`src/design/bgt_pkg.sv`:
```
// Purpose : Shared constants and types for the boot and general timer
// Assumes : 32-bit register port, 100 MHz clock
// Notes   : Bit 31 of the register word is the auto-reload flag, period in 15:0
package bgt_pkg;

   // ---------------------------------------------------------------
   // Register map
   // ---------------------------------------------------------------
   localparam logic [19:0] BGT_CTRL_OFFSET  = 20'h1D35C;   // Timer control register
   localparam int          BGT_RELOAD_BIT   = 31;          // Auto-reload flag position
   localparam int          BGT_PERIOD_LSB   = 0;           // Period field low bit
   localparam logic [15:0] BGT_PERIOD_RESET = 16'h0FA0;    // 4000 ms boot bound
   localparam logic        BGT_RELOAD_RESET = 1'b0;        // Reload off at reset
   localparam logic [31:0] BGT_UNMAPPED     = 32'h00000000; // Read of unmapped offset

   // ---------------------------------------------------------------
   // Types
   // ---------------------------------------------------------------
   typedef struct packed {
      logic [15:0] period;   // Tick count per period
      logic        reload;   // Auto-reload flag
   } bgt_cfg_s;

   typedef enum logic [2:0] {
      BGT_IDLE    = 3'b001,  // Stopped
      BGT_RUN     = 3'b010,  // Counting ticks
      BGT_EXPIRED = 3'b100   // Expiry cycle
   } bgt_state_e;

endpackage : bgt_pkg

```
`src/design/bgt_timer.sv`:
```
// Purpose : Millisecond timer bounding boot load, then general purpose timer
// Assumes : MILLISECOND_TICK is a one-cycle pulse from an external divider
// Notes   : Events are one-cycle registered pulses
`timescale 1ns/1ns

// Functional notes
// - Reload clear: stop after expiry
// - Reload set: restart same period, still signal
// - Period zero disables timer entirely
// - Duration equals period times millisecond tick
// - Register write starts new period
// - Write mid-period restarts, drops old event
// - Boot active: boot timeout, else general event
// - Reset value 0x0FA0, reload cleared
// - Reset value times boot without write
// - Boot done early clears period
module bgt_timer (
   input  wire logic        MCLK,
   input  wire logic        ARST_N,
   input  wire logic        MILLISECOND_TICK,
   input  wire logic        BOOT_ACTIVE,
   input  wire logic [19:0] REG_ADDR,
   input  wire logic [31:0] REG_WDATA,
   input  wire logic        REG_WR,
   input  wire logic        REG_RD,
   output logic      [31:0] REG_RDATA,
   output logic             GENERAL_TIMER_EVENT,
   output logic             BOOT_LOAD_TIMEOUT_EVENT
);

   // ---------------------------------------------------------------
   // Reset release
   // ---------------------------------------------------------------
   logic       rst_meta;   // First release stage
   logic       rst_n;      // Released reset copy

   // Two-stage reset release
   always_ff @(posedge MCLK or negedge ARST_N) begin
      if (!ARST_N) begin
         rst_meta <= 1'b0;
         rst_n    <= 1'b0;
      end else begin
         rst_meta <= 1'b1;
         rst_n    <= rst_meta;
      end
   end

   // ---------------------------------------------------------------
   // State
   // ---------------------------------------------------------------
   bgt_pkg::bgt_cfg_s  cfg;          // Programmed period and reload
   bgt_pkg::bgt_state_e state;       // Timer state
   logic [15:0]        ticks;        // Elapsed ticks
   logic               boot_seen;    // Boot was active last cycle

   // Next values
   bgt_pkg::bgt_cfg_s   next_cfg;
   bgt_pkg::bgt_state_e next_state;
   logic [15:0]         next_ticks;
   logic [31:0]         next_rdata;
   logic                next_gen;
   logic                next_boot_to;

   // ---------------------------------------------------------------
   // Decode
   // ---------------------------------------------------------------
   function automatic logic hit(input logic [19:0] a);
      hit = (a == bgt_pkg::BGT_CTRL_OFFSET);
   endfunction : hit

   wire wr_hit   = REG_WR & hit(REG_ADDR);                      // Write to timer
   wire rd_hit   = REG_RD & hit(REG_ADDR);                      // Read of timer
   wire boot_end = boot_seen & ~BOOT_ACTIVE;                    // Boot finished
   wire last_tick = MILLISECOND_TICK
                    & (ticks == cfg.period - 16'h0001);
   wire expire   = (state == bgt_pkg::BGT_RUN) & last_tick
                   & (cfg.period != 16'h0000) & ~wr_hit
                   & ~boot_end;
   // Word layout: reload flag on top, period in the low half
   wire [31:0] cfg_word = {cfg.reload, 15'h0000, cfg.period};

   // ---------------------------------------------------------------
   // Next-state logic
   // ---------------------------------------------------------------
   always_comb begin
      next_cfg   = cfg;
      next_state = state;
      next_ticks = ticks;
      // Software write restarts with the new value
      if (wr_hit) begin
         next_cfg.period = REG_WDATA[bgt_pkg::BGT_PERIOD_LSB +: 16];
         next_cfg.reload = REG_WDATA[bgt_pkg::BGT_RELOAD_BIT];
         next_ticks      = 16'h0000;
         next_state      = (REG_WDATA[bgt_pkg::BGT_PERIOD_LSB +: 16] != 16'h0000) ?
                           bgt_pkg::BGT_RUN : bgt_pkg::BGT_IDLE;
      end else if (boot_end && state == bgt_pkg::BGT_RUN) begin
         // Boot done in time: disable the timer
         next_cfg.period = 16'h0000;
         next_state      = bgt_pkg::BGT_IDLE;
      end else begin
         case (state)
            bgt_pkg::BGT_IDLE: begin
               next_ticks = 16'h0000;
            end
            bgt_pkg::BGT_RUN: begin
               if (cfg.period == 16'h0000) begin
                  next_state = bgt_pkg::BGT_IDLE;
               end else if (expire) begin
                  next_ticks = 16'h0000;
                  next_state = cfg.reload ? bgt_pkg::BGT_RUN
                                          : bgt_pkg::BGT_IDLE;
               end else if (MILLISECOND_TICK) begin
                  next_ticks = 16'(ticks + 16'h0001);
               end
            end
            default: begin
               next_state = bgt_pkg::BGT_IDLE;
            end
         endcase
      end
   end

   // Event selection and read data
   always_comb begin
      next_gen     = expire & ~BOOT_ACTIVE;
      next_boot_to = expire & BOOT_ACTIVE;
      next_rdata   = rd_hit ? cfg_word : bgt_pkg::BGT_UNMAPPED;
   end

   // ---------------------------------------------------------------
   // Registers
   // ---------------------------------------------------------------
   // Timer starts running from reset to bound boot load
   always_ff @(posedge MCLK or negedge rst_n) begin
      if (!rst_n) begin
         cfg.period <= bgt_pkg::BGT_PERIOD_RESET;
         cfg.reload <= bgt_pkg::BGT_RELOAD_RESET;
         state      <= bgt_pkg::BGT_RUN;
         ticks      <= 16'h0000;
         boot_seen  <= 1'b0;
         REG_RDATA  <= 32'h00000000;
         GENERAL_TIMER_EVENT     <= 1'b0;
         BOOT_LOAD_TIMEOUT_EVENT <= 1'b0;
      end else begin
         cfg        <= next_cfg;
         state      <= next_state;
         ticks      <= next_ticks;
         boot_seen  <= BOOT_ACTIVE;
         REG_RDATA  <= next_rdata;
         GENERAL_TIMER_EVENT     <= next_gen;
         BOOT_LOAD_TIMEOUT_EVENT <= next_boot_to;
      end
   end

   // ---------------------------------------------------------------
   // Checker helper: independent tick tally
   // ---------------------------------------------------------------
   logic [15:0] ref_ticks;     // Ticks seen since the last start
   logic        ref_restart;   // Period begins afresh next cycle

   // Any start, expiry or boot completion begins a fresh tally
   assign ref_restart = wr_hit | expire | boot_end;

   // Tally kept apart from the timer's own counter
   always_ff @(posedge MCLK or negedge rst_n) begin
      if (!rst_n) begin
         ref_ticks <= 16'h0000;                    // Boot bound starts at zero
      end else if (ref_restart) begin
         ref_ticks <= 16'h0000;                    // Fresh period
      end else if (MILLISECOND_TICK && state == bgt_pkg::BGT_RUN) begin
         ref_ticks <= 16'(ref_ticks + 16'h0001);   // One more tick
      end
   end
endmodule : bgt_timer

```
`config.mk`:
```
export PLATFORM = sky130hd
export DESIGN_NAME = bgt_timer
export DESIGN_NICKNAME = d
export VERILOG_FILES = /design/src/design/bgt_pkg.sv /design/src/design/bgt_timer.sv
export SDC_FILE = /design/constraint.sdc
export NUM_CORES = 1
export LEC_CHECK = 0
export BUFFER_PORTS_ARGS = -buffer_cell sky130_fd_sc_hd__buf_4
export CAP_MARGIN = 15
export CORE_MARGIN = 2
export CORE_UTILIZATION = 56
export DETAILED_ROUTE_END_ITERATION = 16
export PLACE_DENSITY = 0.86
export SLEW_MARGIN = 20
export SYNTH_ARGS = -nofsm -noshare
export SYNTH_HDL_FRONTEND = slang
export SYNTH_SLANG_ARGS = --single-unit
```
`constraint.sdc`:
```
create_clock -name MCLK -period 3.15 [get_ports MCLK]
set_clock_uncertainty 0.1 [all_clocks]
set_input_delay 0 -clock MCLK [delete_from_list [all_inputs] [get_ports MCLK]]
set_output_delay 0 -clock MCLK [all_outputs]
set_load 0.01 [all_outputs]
```
# Word-level counts from Yosys, hierarchy flattened
# Cells that the tools add are included.
# W data, S select, Z words.
dict set report totals {
  input_bits 58
  wordCells 58
  latchBits 0
  n_memories 0
  reg_bits 73
  mem_bits_ro 0
  mem_bits_rw 0
}
dict set report op_classes {
  shift 0
  addsub 2
  n_div 0
  n_eq_ne 9
  reduce_logical 8
  order_cmp 0
  bitwise 13
  muxes 16
  mul 0
}
# op n
set op_table {}
lappend op_table {{$mux W16} 7}
lappend op_table {{$mux W32} 1}
lappend op_table {{$pmux W16 S2} 1}
lappend op_table {{$reduce_bool A16 Y1} 2}
lappend op_table {{$eq A20 B17 Y1 const B} 1}
lappend op_table {{$add A16 B1 Y16 const B} 1}
lappend op_table {{$eq A16 B16 Y1} 1}
lappend op_table {{$logic_not A16 Y1} 1}
lappend op_table {{$sub A16 B1 Y16 const B} 1}
lappend op_table {{$mux W3} 4}
lappend op_table {{$and A1 B1 Y1} 10}
lappend op_table {{$ne A3 B3 Y1 const B} 2}
lappend op_table {{$pmux W3 S2} 1}
lappend op_table {{$ne A5 B3 Y1 const B} 1}
lappend op_table {{$mux W2} 2}
lappend op_table {{$ne A4 B4 Y1 const B} 1}
lappend op_table {{$reduce_and A4 Y1} 1}
lappend op_table {{$eq A3 B1 Y1 const B} 1}
lappend op_table {{$eq A3 B2 Y1 const B} 1}
lappend op_table {{$not A1 Y1} 3}
lappend op_table {{$reduce_bool A3 Y1} 1}
lappend op_table {{$ne A2 B2 Y1 const B} 1}
lappend op_table {{$reduce_and A2 Y1} 1}
lappend op_table {{$reduce_bool A2 Y1} 1}
lappend op_table {{$logic_and A1 B1 Y1} 1}

# Logic depth before layout (Yosys ltp)
# Gate-level depths: netlist of the first run.
dict set report depth {
  ltp_word 12
  mapped_depth 10
  ltp_nobuf 9
}

# Least setup slack after synthesis of the first run
# OpenSTA, ideal clock, no wires.
dict set report synth_path {
  path_kind {register to register}
  start {register cfg[1] (netlist bit)}
  end {register ticks[11]}
  period_less_slack_ps 2618
  path_stages_with_launch 11
  path_buffers 1
  arrival_time_ps 2400
  slack_ps 532
  required_time_ps 2932
  cell_sequence {dfrtp_1 > inv_1 > ha_1 > nor4b_4 > nand2_1 > a2111o_1 > a2111oi_4 > nand4_4 > o21ai_4 > buf_6 > nor2_1}
}
dict set report synth_between {
  elab_chain_cells 12
}
# item line_no
set synth_rtl {}
lappend synth_rtl {{from (decl)} bgt_timer.sv:51} ;# bgt_pkg::bgt_cfg_s cfg;
lappend synth_rtl {{from (signal assigned)} bgt_timer.sv:145} ;# cfg <= next_cfg;
lappend synth_rtl {{$sub A16 B1 Y16} bgt_timer.sv:75} ;# & (ticks == cfg.period - 16'h0001);
lappend synth_rtl {{$eq A16 B16 Y1} bgt_timer.sv:75}
lappend synth_rtl {{$and A1 B1 Y1} bgt_timer.sv:75}
lappend synth_rtl {{$and A1 B1 Y1} bgt_timer.sv:76} ;# wire expire = (state == bgt_pkg::BGT_RUN) & last_tick
lappend synth_rtl {{$and A1 B1 Y1 (2 in series)} bgt_timer.sv:77} ;# & (cfg.period != 16'h0000) & ~wr_hit
lappend synth_rtl {{$and A1 B1 Y1} bgt_timer.sv:78} ;# & ~boot_end;
lappend synth_rtl {{$mux W16} bgt_timer.sv:108} ;# end else if (expire) begin
lappend synth_rtl {{$mux W16} bgt_timer.sv:106} ;# if (cfg.period == 16'h0000) begin
lappend synth_rtl {{$pmux W16 S2} bgt_timer.sv:101} ;# case (state)
lappend synth_rtl {{$mux W16} bgt_timer.sv:96} ;# end else if (boot_end && state == bgt_pkg::BGT_RUN) begin
lappend synth_rtl {{$mux W16} bgt_timer.sv:90} ;# if (wr_hit) begin
lappend synth_rtl {{to (signal assigned)} bgt_timer.sv:147} ;# ticks <= next_ticks;
lappend synth_rtl {{to (decl)} bgt_timer.sv:53} ;# logic [15:0] ticks;
# Parallel ways exist; a longest one is shown, timed or not. The select of a mux whose other input is x is not followed.
# A chain may end at the register's enable or synchronous reset.

# Worst setup path after layout of the first run
dict set report layout_path {
  start {register cfg[2] (netlist bit)}
  end {register ticks[13]}
}
# The elaborated chain is that of the path after synthesis.

==> impl_metrics.toml, run 1 <==
[synthesis]
ys_ff_latch = 57
synth.area.mux_share_pct = 0.681
syn-mean-instance-area_um2 = 10.4
synth_top_family_by_area = "simple AND/OR/NAND/NOR gates"
yosysTopAreaCell = "dfrtp_1"
synth_top_cell_area_share_pct = 40.1
synthArstFlopShare_pct = 100
synthSimpleGateAreaFrac_pct = 24.9
synth_area_leaders = "dfrtp_1, dfstp_2, xor2_1"
ys_seq_area_share_pct = 46.0
synth_edf_count = 0
synth_fa_ha_area_share_pct = 0.801
synth-compound-area-share_pct = 11.5
synthXorXnorAreaFrac_pct = 9.25
synth_cells = 299
yosys_warnings = 0
ys.flop_type = "dfrtp_1"
yosysUniqueCellTypes = 57
syn_area_um2 = 3120

[pwr]
p_clk_share_pct = 52.3
ir_drop_uv = 263
power.internal_uw = 1390
p_per_area_nw_per_um2 = 429
p_comb_share_pct = 4.8
p_leak_uw = 0.00195
swShare_pct = 20.0
seq_power_share_pct = 42.9
p_sw_uw = 348

[detailed_routing]
top_layer_used = "met4"
wl_um = 7610
drt_iter0_drc = 212
wl_per_cell_um = 16.6
dr_wl_met3_um = 430
dr.pass1.iters = 4
drc = 0
met1Wirelength_um = 2980
dr_wl_met2_um = 3920
drtAntennaViolNets = 0
vias = 2623
avgViaCountPerCell = 5.73

[placed_design]
io_buffers = 61
place_congestion = 0.847
placed_area_um2 = 3570
dp_hpwl_um = 4900

[floorplan]
core_area_um2 = 5440
die_h_um = 78.7
die_x_um = 78.7
io_pins = 92
start_util_pct = 57.4
dieArea_um2 = 6190
rows = 27

[status]
status = "completed"

[sta]
drv_slew = 0
setup_violations = 0
tightest_slew_ns = 0.947
period_share_pct = 94.1
max_freq_ghz = 0.337
rsz0062_at_grt = "false"
period_needed_ns = 2.96
fin_setup_tns_ns = 0
hold_violations = 0
timing.hold.ws_ns = 0.143
slew_headroom_pct = 36.5

[worst_setup_path]
critPathMaxFanout = 14
max_stage_delay_ns = 0.44
path_cells = "inv_1 > ha_1 > nor4b_4 > nand2_1 > a2111o_1 > a2111oi_4 > nand4_4 > o21ai_4 > buf_12 > nor2_1"
worstPathRequired_ns = 3.27
cp_top_family = "compound AO/OA/AOI/OAI gates"
crit_slowest_cell = "dfrtp_1"
cp_num_buf_inv = 2
criticalPathCategory = "reg -> reg"
start_kind = "register"
cp-end-kind = "register"
arrival_ns = 3.09

[cts]
cts-resized-gates = 0
numCtsBuffers = 9
cts_tree = "built"
clk_pin_slew_ns = 0.07
cts_root_buffer = "clkbuf_8"
cts.sinks = 57
h-tree-depth = 3
clk_path_buf_depth = 2
worstSkewPairLatency_ns = 0.34

[min_path]
hp-class = "in -> reg"

[final_layout]
design_area_um2 = 4060
antennaDiodeCount = 0
layout_common_cells = "buf_4, dfrtp_1, nor2_1"
final_util_pct = 74.7
final_common_cell = "buf_4"
area_delta_synth_final_pct = 30.1
drive_above_1_share_pct = 26.7
nets = 441

[global_routing]
gr-total-overflow = 0
antenna_found_initial = 0
grt_pass1_vias = 2628
grt_max_degree = 56
grt.total_usage_pct = 26.9
grt_pass1_wl_um = 12700

[run]
maxCapViolCount = 0
what timing repair did:
action | in CTS | in global routing
endpoints found under the setup margin | 0 | 14
hold buffers | 21 | 0
setup buffers | 0 | 1
hold endpoints to repair | 40 | 0
cell type report:
| cell class | count | area (um^2) |
|---|---|---|
| multi-input cells | 221 | 1540 |
| flip-flops and latches | 57 | 1440 |
| fillers | 356 | 1380 |
| repair buffers | 86 | 711 |
| clock inverters | 7 | 141 |
| clock buffers | 9 | 124 |
| well taps | 72 | 90.1 |
| inverters | 6 | 22.5 |
cell usage after synthesis, types with 7 or more instances:
library cell and n:
nand2_1 14, nand3_1 15, dfstp_2 7, a22o_1 16
dfrtp_1 50, nor2_1 23, xnor2_1 14, nor4_1 10
buf_4 16, clkbuf_1 8, and3_1 22, nand4_1 7
xor2_1 19
sequential cells by signal, summed over array words and instances, names as in the netlist:
name,cells
REG_RDATA,17
ticks,16
boot_seen,1
cfg,17
GENERAL_TIMER_EVENT,1
rst_n,1
rst_meta,1
state,2
BOOT_LOAD_TIMEOUT_EVENT,1
path summary, 6_finish.rpt:
path,startpoint,to,slack [ns],cells past startpoint
min in group asynchronous,rst_n$_DFF_PN0_,ticks[0]$_DFFE_PN0P_,0.27,0
setup reg to reg,cfg[2]$_DFFE_PN0P_,ticks[13]$_DFFE_PN0P_,0.19,10
max in group asynchronous,rst_n$_DFF_PN0_,ticks[6]$_DFFE_PN0P_,2.20,0
hold reg to reg,rst_meta$_DFF_PN0_,rst_n$_DFF_PN0_,0.26,0
hold / removal,MILLISECOND_TICK,ticks[0]$_DFFE_PN0P_,0.14,5
setup / recovery,cfg[2]$_DFFE_PN0P_,ticks[13]$_DFFE_PN0P_,0.19,10
power groups by stage:
stage | registers [uW] | logic (uW) | clock network, uW
6_report | 748 | 83.8 | 911
5_1_grt | 750 | 88.7 | 954
4_1_cts | 748 | 81.0 | 919
3_5_place_dp | 762 | 59.9 | 0
3_3_place_gp | 761 | 58.4 | 0
2_1_floorplan | 758 | 27.9 | 0
layer usage:
| layer | GRT usage, % | up-vias |
|---|---|---|
| li1 | - | 1218 |
| met2 | 44.7 | 120 |
| met1 | 32.4 | 1255 |
| met3 | 5.17 | 30 |
| met4 | 16.3 | 0 |
| met5 | 0 | - |
stage by stage:
stage | setup WS [ns] | cells | total power (uW)
6_report | 0.185 | 458 | 1740
5_1_grt | 0.00213 | 458 | 1790
4_1_cts | 0.129 | 457 | 1750
3_5_place_dp | 0.177 | 420 | 821
3_3_place_gp | 0.265 | 420 | 820
2_1_floorplan | 0.532 | 313 | 786
tightest hold or removal path, delay by kind of cell:
family | cells | cell delay (ns)
AOI/OAI and AO/OA | 1 | 0.06
buffers and inverters | 1 | 0.12
and+or+nand+nor | 3 | 0.36
cells by family after synthesis:
group | count (synthesis)
fa+ha+maj | 2
compound gates | 42
simple gates | 126
mux | 2
buf+inv | 35
flops | 57
xor+xnor | 33
other cells | 2
(Power assumes the default switching activity.)
==> inputs of run 2 (changes only) <==
--- a/config.mk
+++ b/config.mk
@@ -8,9 +8,9 @@
 export BUFFER_PORTS_ARGS = -buffer_cell sky130_fd_sc_hd__buf_4
 export CAP_MARGIN = 15
 export CORE_MARGIN = 2
-export CORE_UTILIZATION = 56
+export CORE_UTILIZATION = 50
 export DETAILED_ROUTE_END_ITERATION = 16
-export PLACE_DENSITY = 0.86
+export PLACE_DENSITY = 0.78
 export SLEW_MARGIN = 20
 export SYNTH_ARGS = -nofsm -noshare
 export SYNTH_HDL_FRONTEND = slang
==> run 2 against run 1 <==
- sequential share of layout area rose by 0.31 points
- die area is 11% higher
- first-iteration DRC count fell by 31%
- global-route usage fell by 4.9 points
- worst setup slack improved by 0.058 ns
- utilization is 7.5 points lower
- largest cell class unchanged
- combinational power fell by 0.7%
==> impl_metrics.toml, run 2 (synthesis results as in run 1) <==
[detailed_routing]
drtAntennaViolNets = 0
dr.pass1.iters = 4
drt_iter0_drc = 146
avgViaCountPerCell = 5.58
drc = 0
wl_per_cell_um = 15.8
vias = 2576
wl_um = 7280

[sta]
tightest_slew_ns = 0.982
layout_setup_ws_ns = 0.243
setup_violations = 0
slew_headroom_pct = 34.2
period_needed_ns = 2.91
drv_slew = 0
fin_setup_tns_ns = 0
rsz0062_at_grt = "false"
max_freq_ghz = 0.344
hold_violations = 0
period_share_pct = 92.3

[global_routing]
grt.total_usage_pct = 22.1
gr-total-overflow = 0
antenna_found_initial = 0
grt_max_degree = 56
grt_pass1_vias = 2597
grt_pass1_wl_um = 12200

[placed_design]
placed_area_um2 = 3580
dp_hpwl_um = 5200
pre_cts_slack_ns = 0.186
post-place-cells = 424
io_buffers = 61
place_congestion = 0.907

[floorplan]
start_util_pct = 52.1
rows = 28
die_x_um = 83.0
die_h_um = 83.0
io_pins = 92
dieArea_um2 = 6890
core_area_um2 = 5990

[final_layout]
final_util_pct = 67.3
seq_area_um2 = 1440
nets = 442
area_delta_synth_final_pct = 29.0
antennaDiodeCount = 0
layout_common_cells = "buf_4, dfrtp_1, nor2_1"
multi_input_area_um2 = 1540
drive_above_1_share_pct = 26.9
reg_top3 = "REG_RDATA: 17 flops, cfg: 17 flops, ticks: 16 flops"
design_area_um2 = 4030
final_common_cell = "buf_4"
fin_cells = 462
fillCellCount = 458

[pwr]
ir_drop_uv = 454
swShare_pct = 22.5
p_per_area_nw_per_um2 = 394
p_clk_share_pct = 47.7
seq_power_share_pct = 47.0
power.internal_uw = 1230
p_sw_uw = 358
p_comb_share_pct = 5.2
p_leak_uw = 0.00192

[worst_setup_path]
criticalPathCategory = "reg -> reg"
cp-end-kind = "register"
start_kind = "register"
arrival_ns = 3.04
worstPathRequired_ns = 3.29
critPathMaxFanout = 14

[min_path]
hp-class = "in -> reg"

[cts]
clk_path_buf_depth = 2
worstSkewPairLatency_ns = 0.34
h-tree-depth = 3
cts.sinks = 57
cts-resized-gates = 0
cts_root_buffer = "clkbuf_8"
numCtsBuffers = 9
cts_tree = "built"
clk_pin_slew_ns = 0.07

[status]
status = "completed"

[run]
maxCapViolCount = 0
==> run 2: cell count changes in the layout (fill, tap and decap cells not counted), sizes merged <==
cell,previous run,this run
clkinvlp,1,4
bufinv,4,2
buf,65,66
inv,7,6
==> run 2: area by class of cell <==
class / count / share of cell area [%]
tap: 75 / 2.33
inverter: 6 / 0.559
clock buffer: 9 / 3.07
clock inverter: 7 / 2.36
multi-input combinational: 221 / 38.1
timing repair buffer: 87 / 17.8
sequential: 57 / 35.7
==> run 2: through the flow <==
stage,total power [uW],hold slack [ns]
4_1_cts,1600,0.0281
5_1_grt,1640,0.0437
3_3_place_gp,820,-0.318
6_report,1590,0.0424
2_1_floorplan,786,-0.396
3_5_place_dp,822,-0.316
==> run 2: worst max-delay path, cell delays in order (launching register included) <==
cell,delay [ns]
dfrtp_1,0.44
inv_1,0.09
ha_1,0.22
nor4b_4,0.40
nand2_1,0.16
a2111o_1,0.42
a2111oi_4,0.34
nand4_4,0.23
o21ai_4,0.22
buf_12,0.15
nor2_1,0.05
==> run 2: timing repair <==
action | in CTS | in global routing
hold buffers | 21 | 0
setup endpoints to repair | 0 | 13
endpoints found under the hold margin | 39 | 0
setup buffers | 0 | 1
==> run 2: metal layers <==
metal  vias to the layer above  global-route usage (%)  part of all wire, %  routed length (um)
li1                       1226                       -                    -                   -
met1                      1255                    26.6                   41                3000
met5                         -                       0                    0                   0
met2                        76                    37.5                   51                3700
met4                         0                    11.5                  3.2                 235
met3                        19                    4.17                  4.7                 339
==> run 2: path summary, 6_finish.rpt <==
kind / from / end / slack, ns / cells past startpoint
setup reg to reg: cfg[2]$_DFFE_PN0P_ / ticks[8]$_DFFE_PN0P_ / 0.24 / 10
setup / recovery: cfg[2]$_DFFE_PN0P_ / ticks[8]$_DFFE_PN0P_ / 0.24 / 10
max in group asynchronous: rst_n$_DFF_PN0_ / REG_RDATA[1]$_DFF_PN0_ / 2.22 / 0
hold reg to reg: rst_meta$_DFF_PN0_ / rst_n$_DFF_PN0_ / 0.25 / 0
min in group asynchronous: rst_n$_DFF_PN0_ / ticks[12]$_DFFE_PN0P_ / 0.28 / 0
hold / removal: REG_WR / ticks[1]$_DFFE_PN0P_ / 0.04 / 4
==> run 2: power groups by stage <==
stage	Sequential [uW]	Combinational, uW	Clock, uW
after floorplan	758	27.9	0
after global placement	761	58.9	0
after detailed placement	762	60.5	0
after CTS	748	81.9	767
after global routing	750	89.5	800
final	748	83.2	758
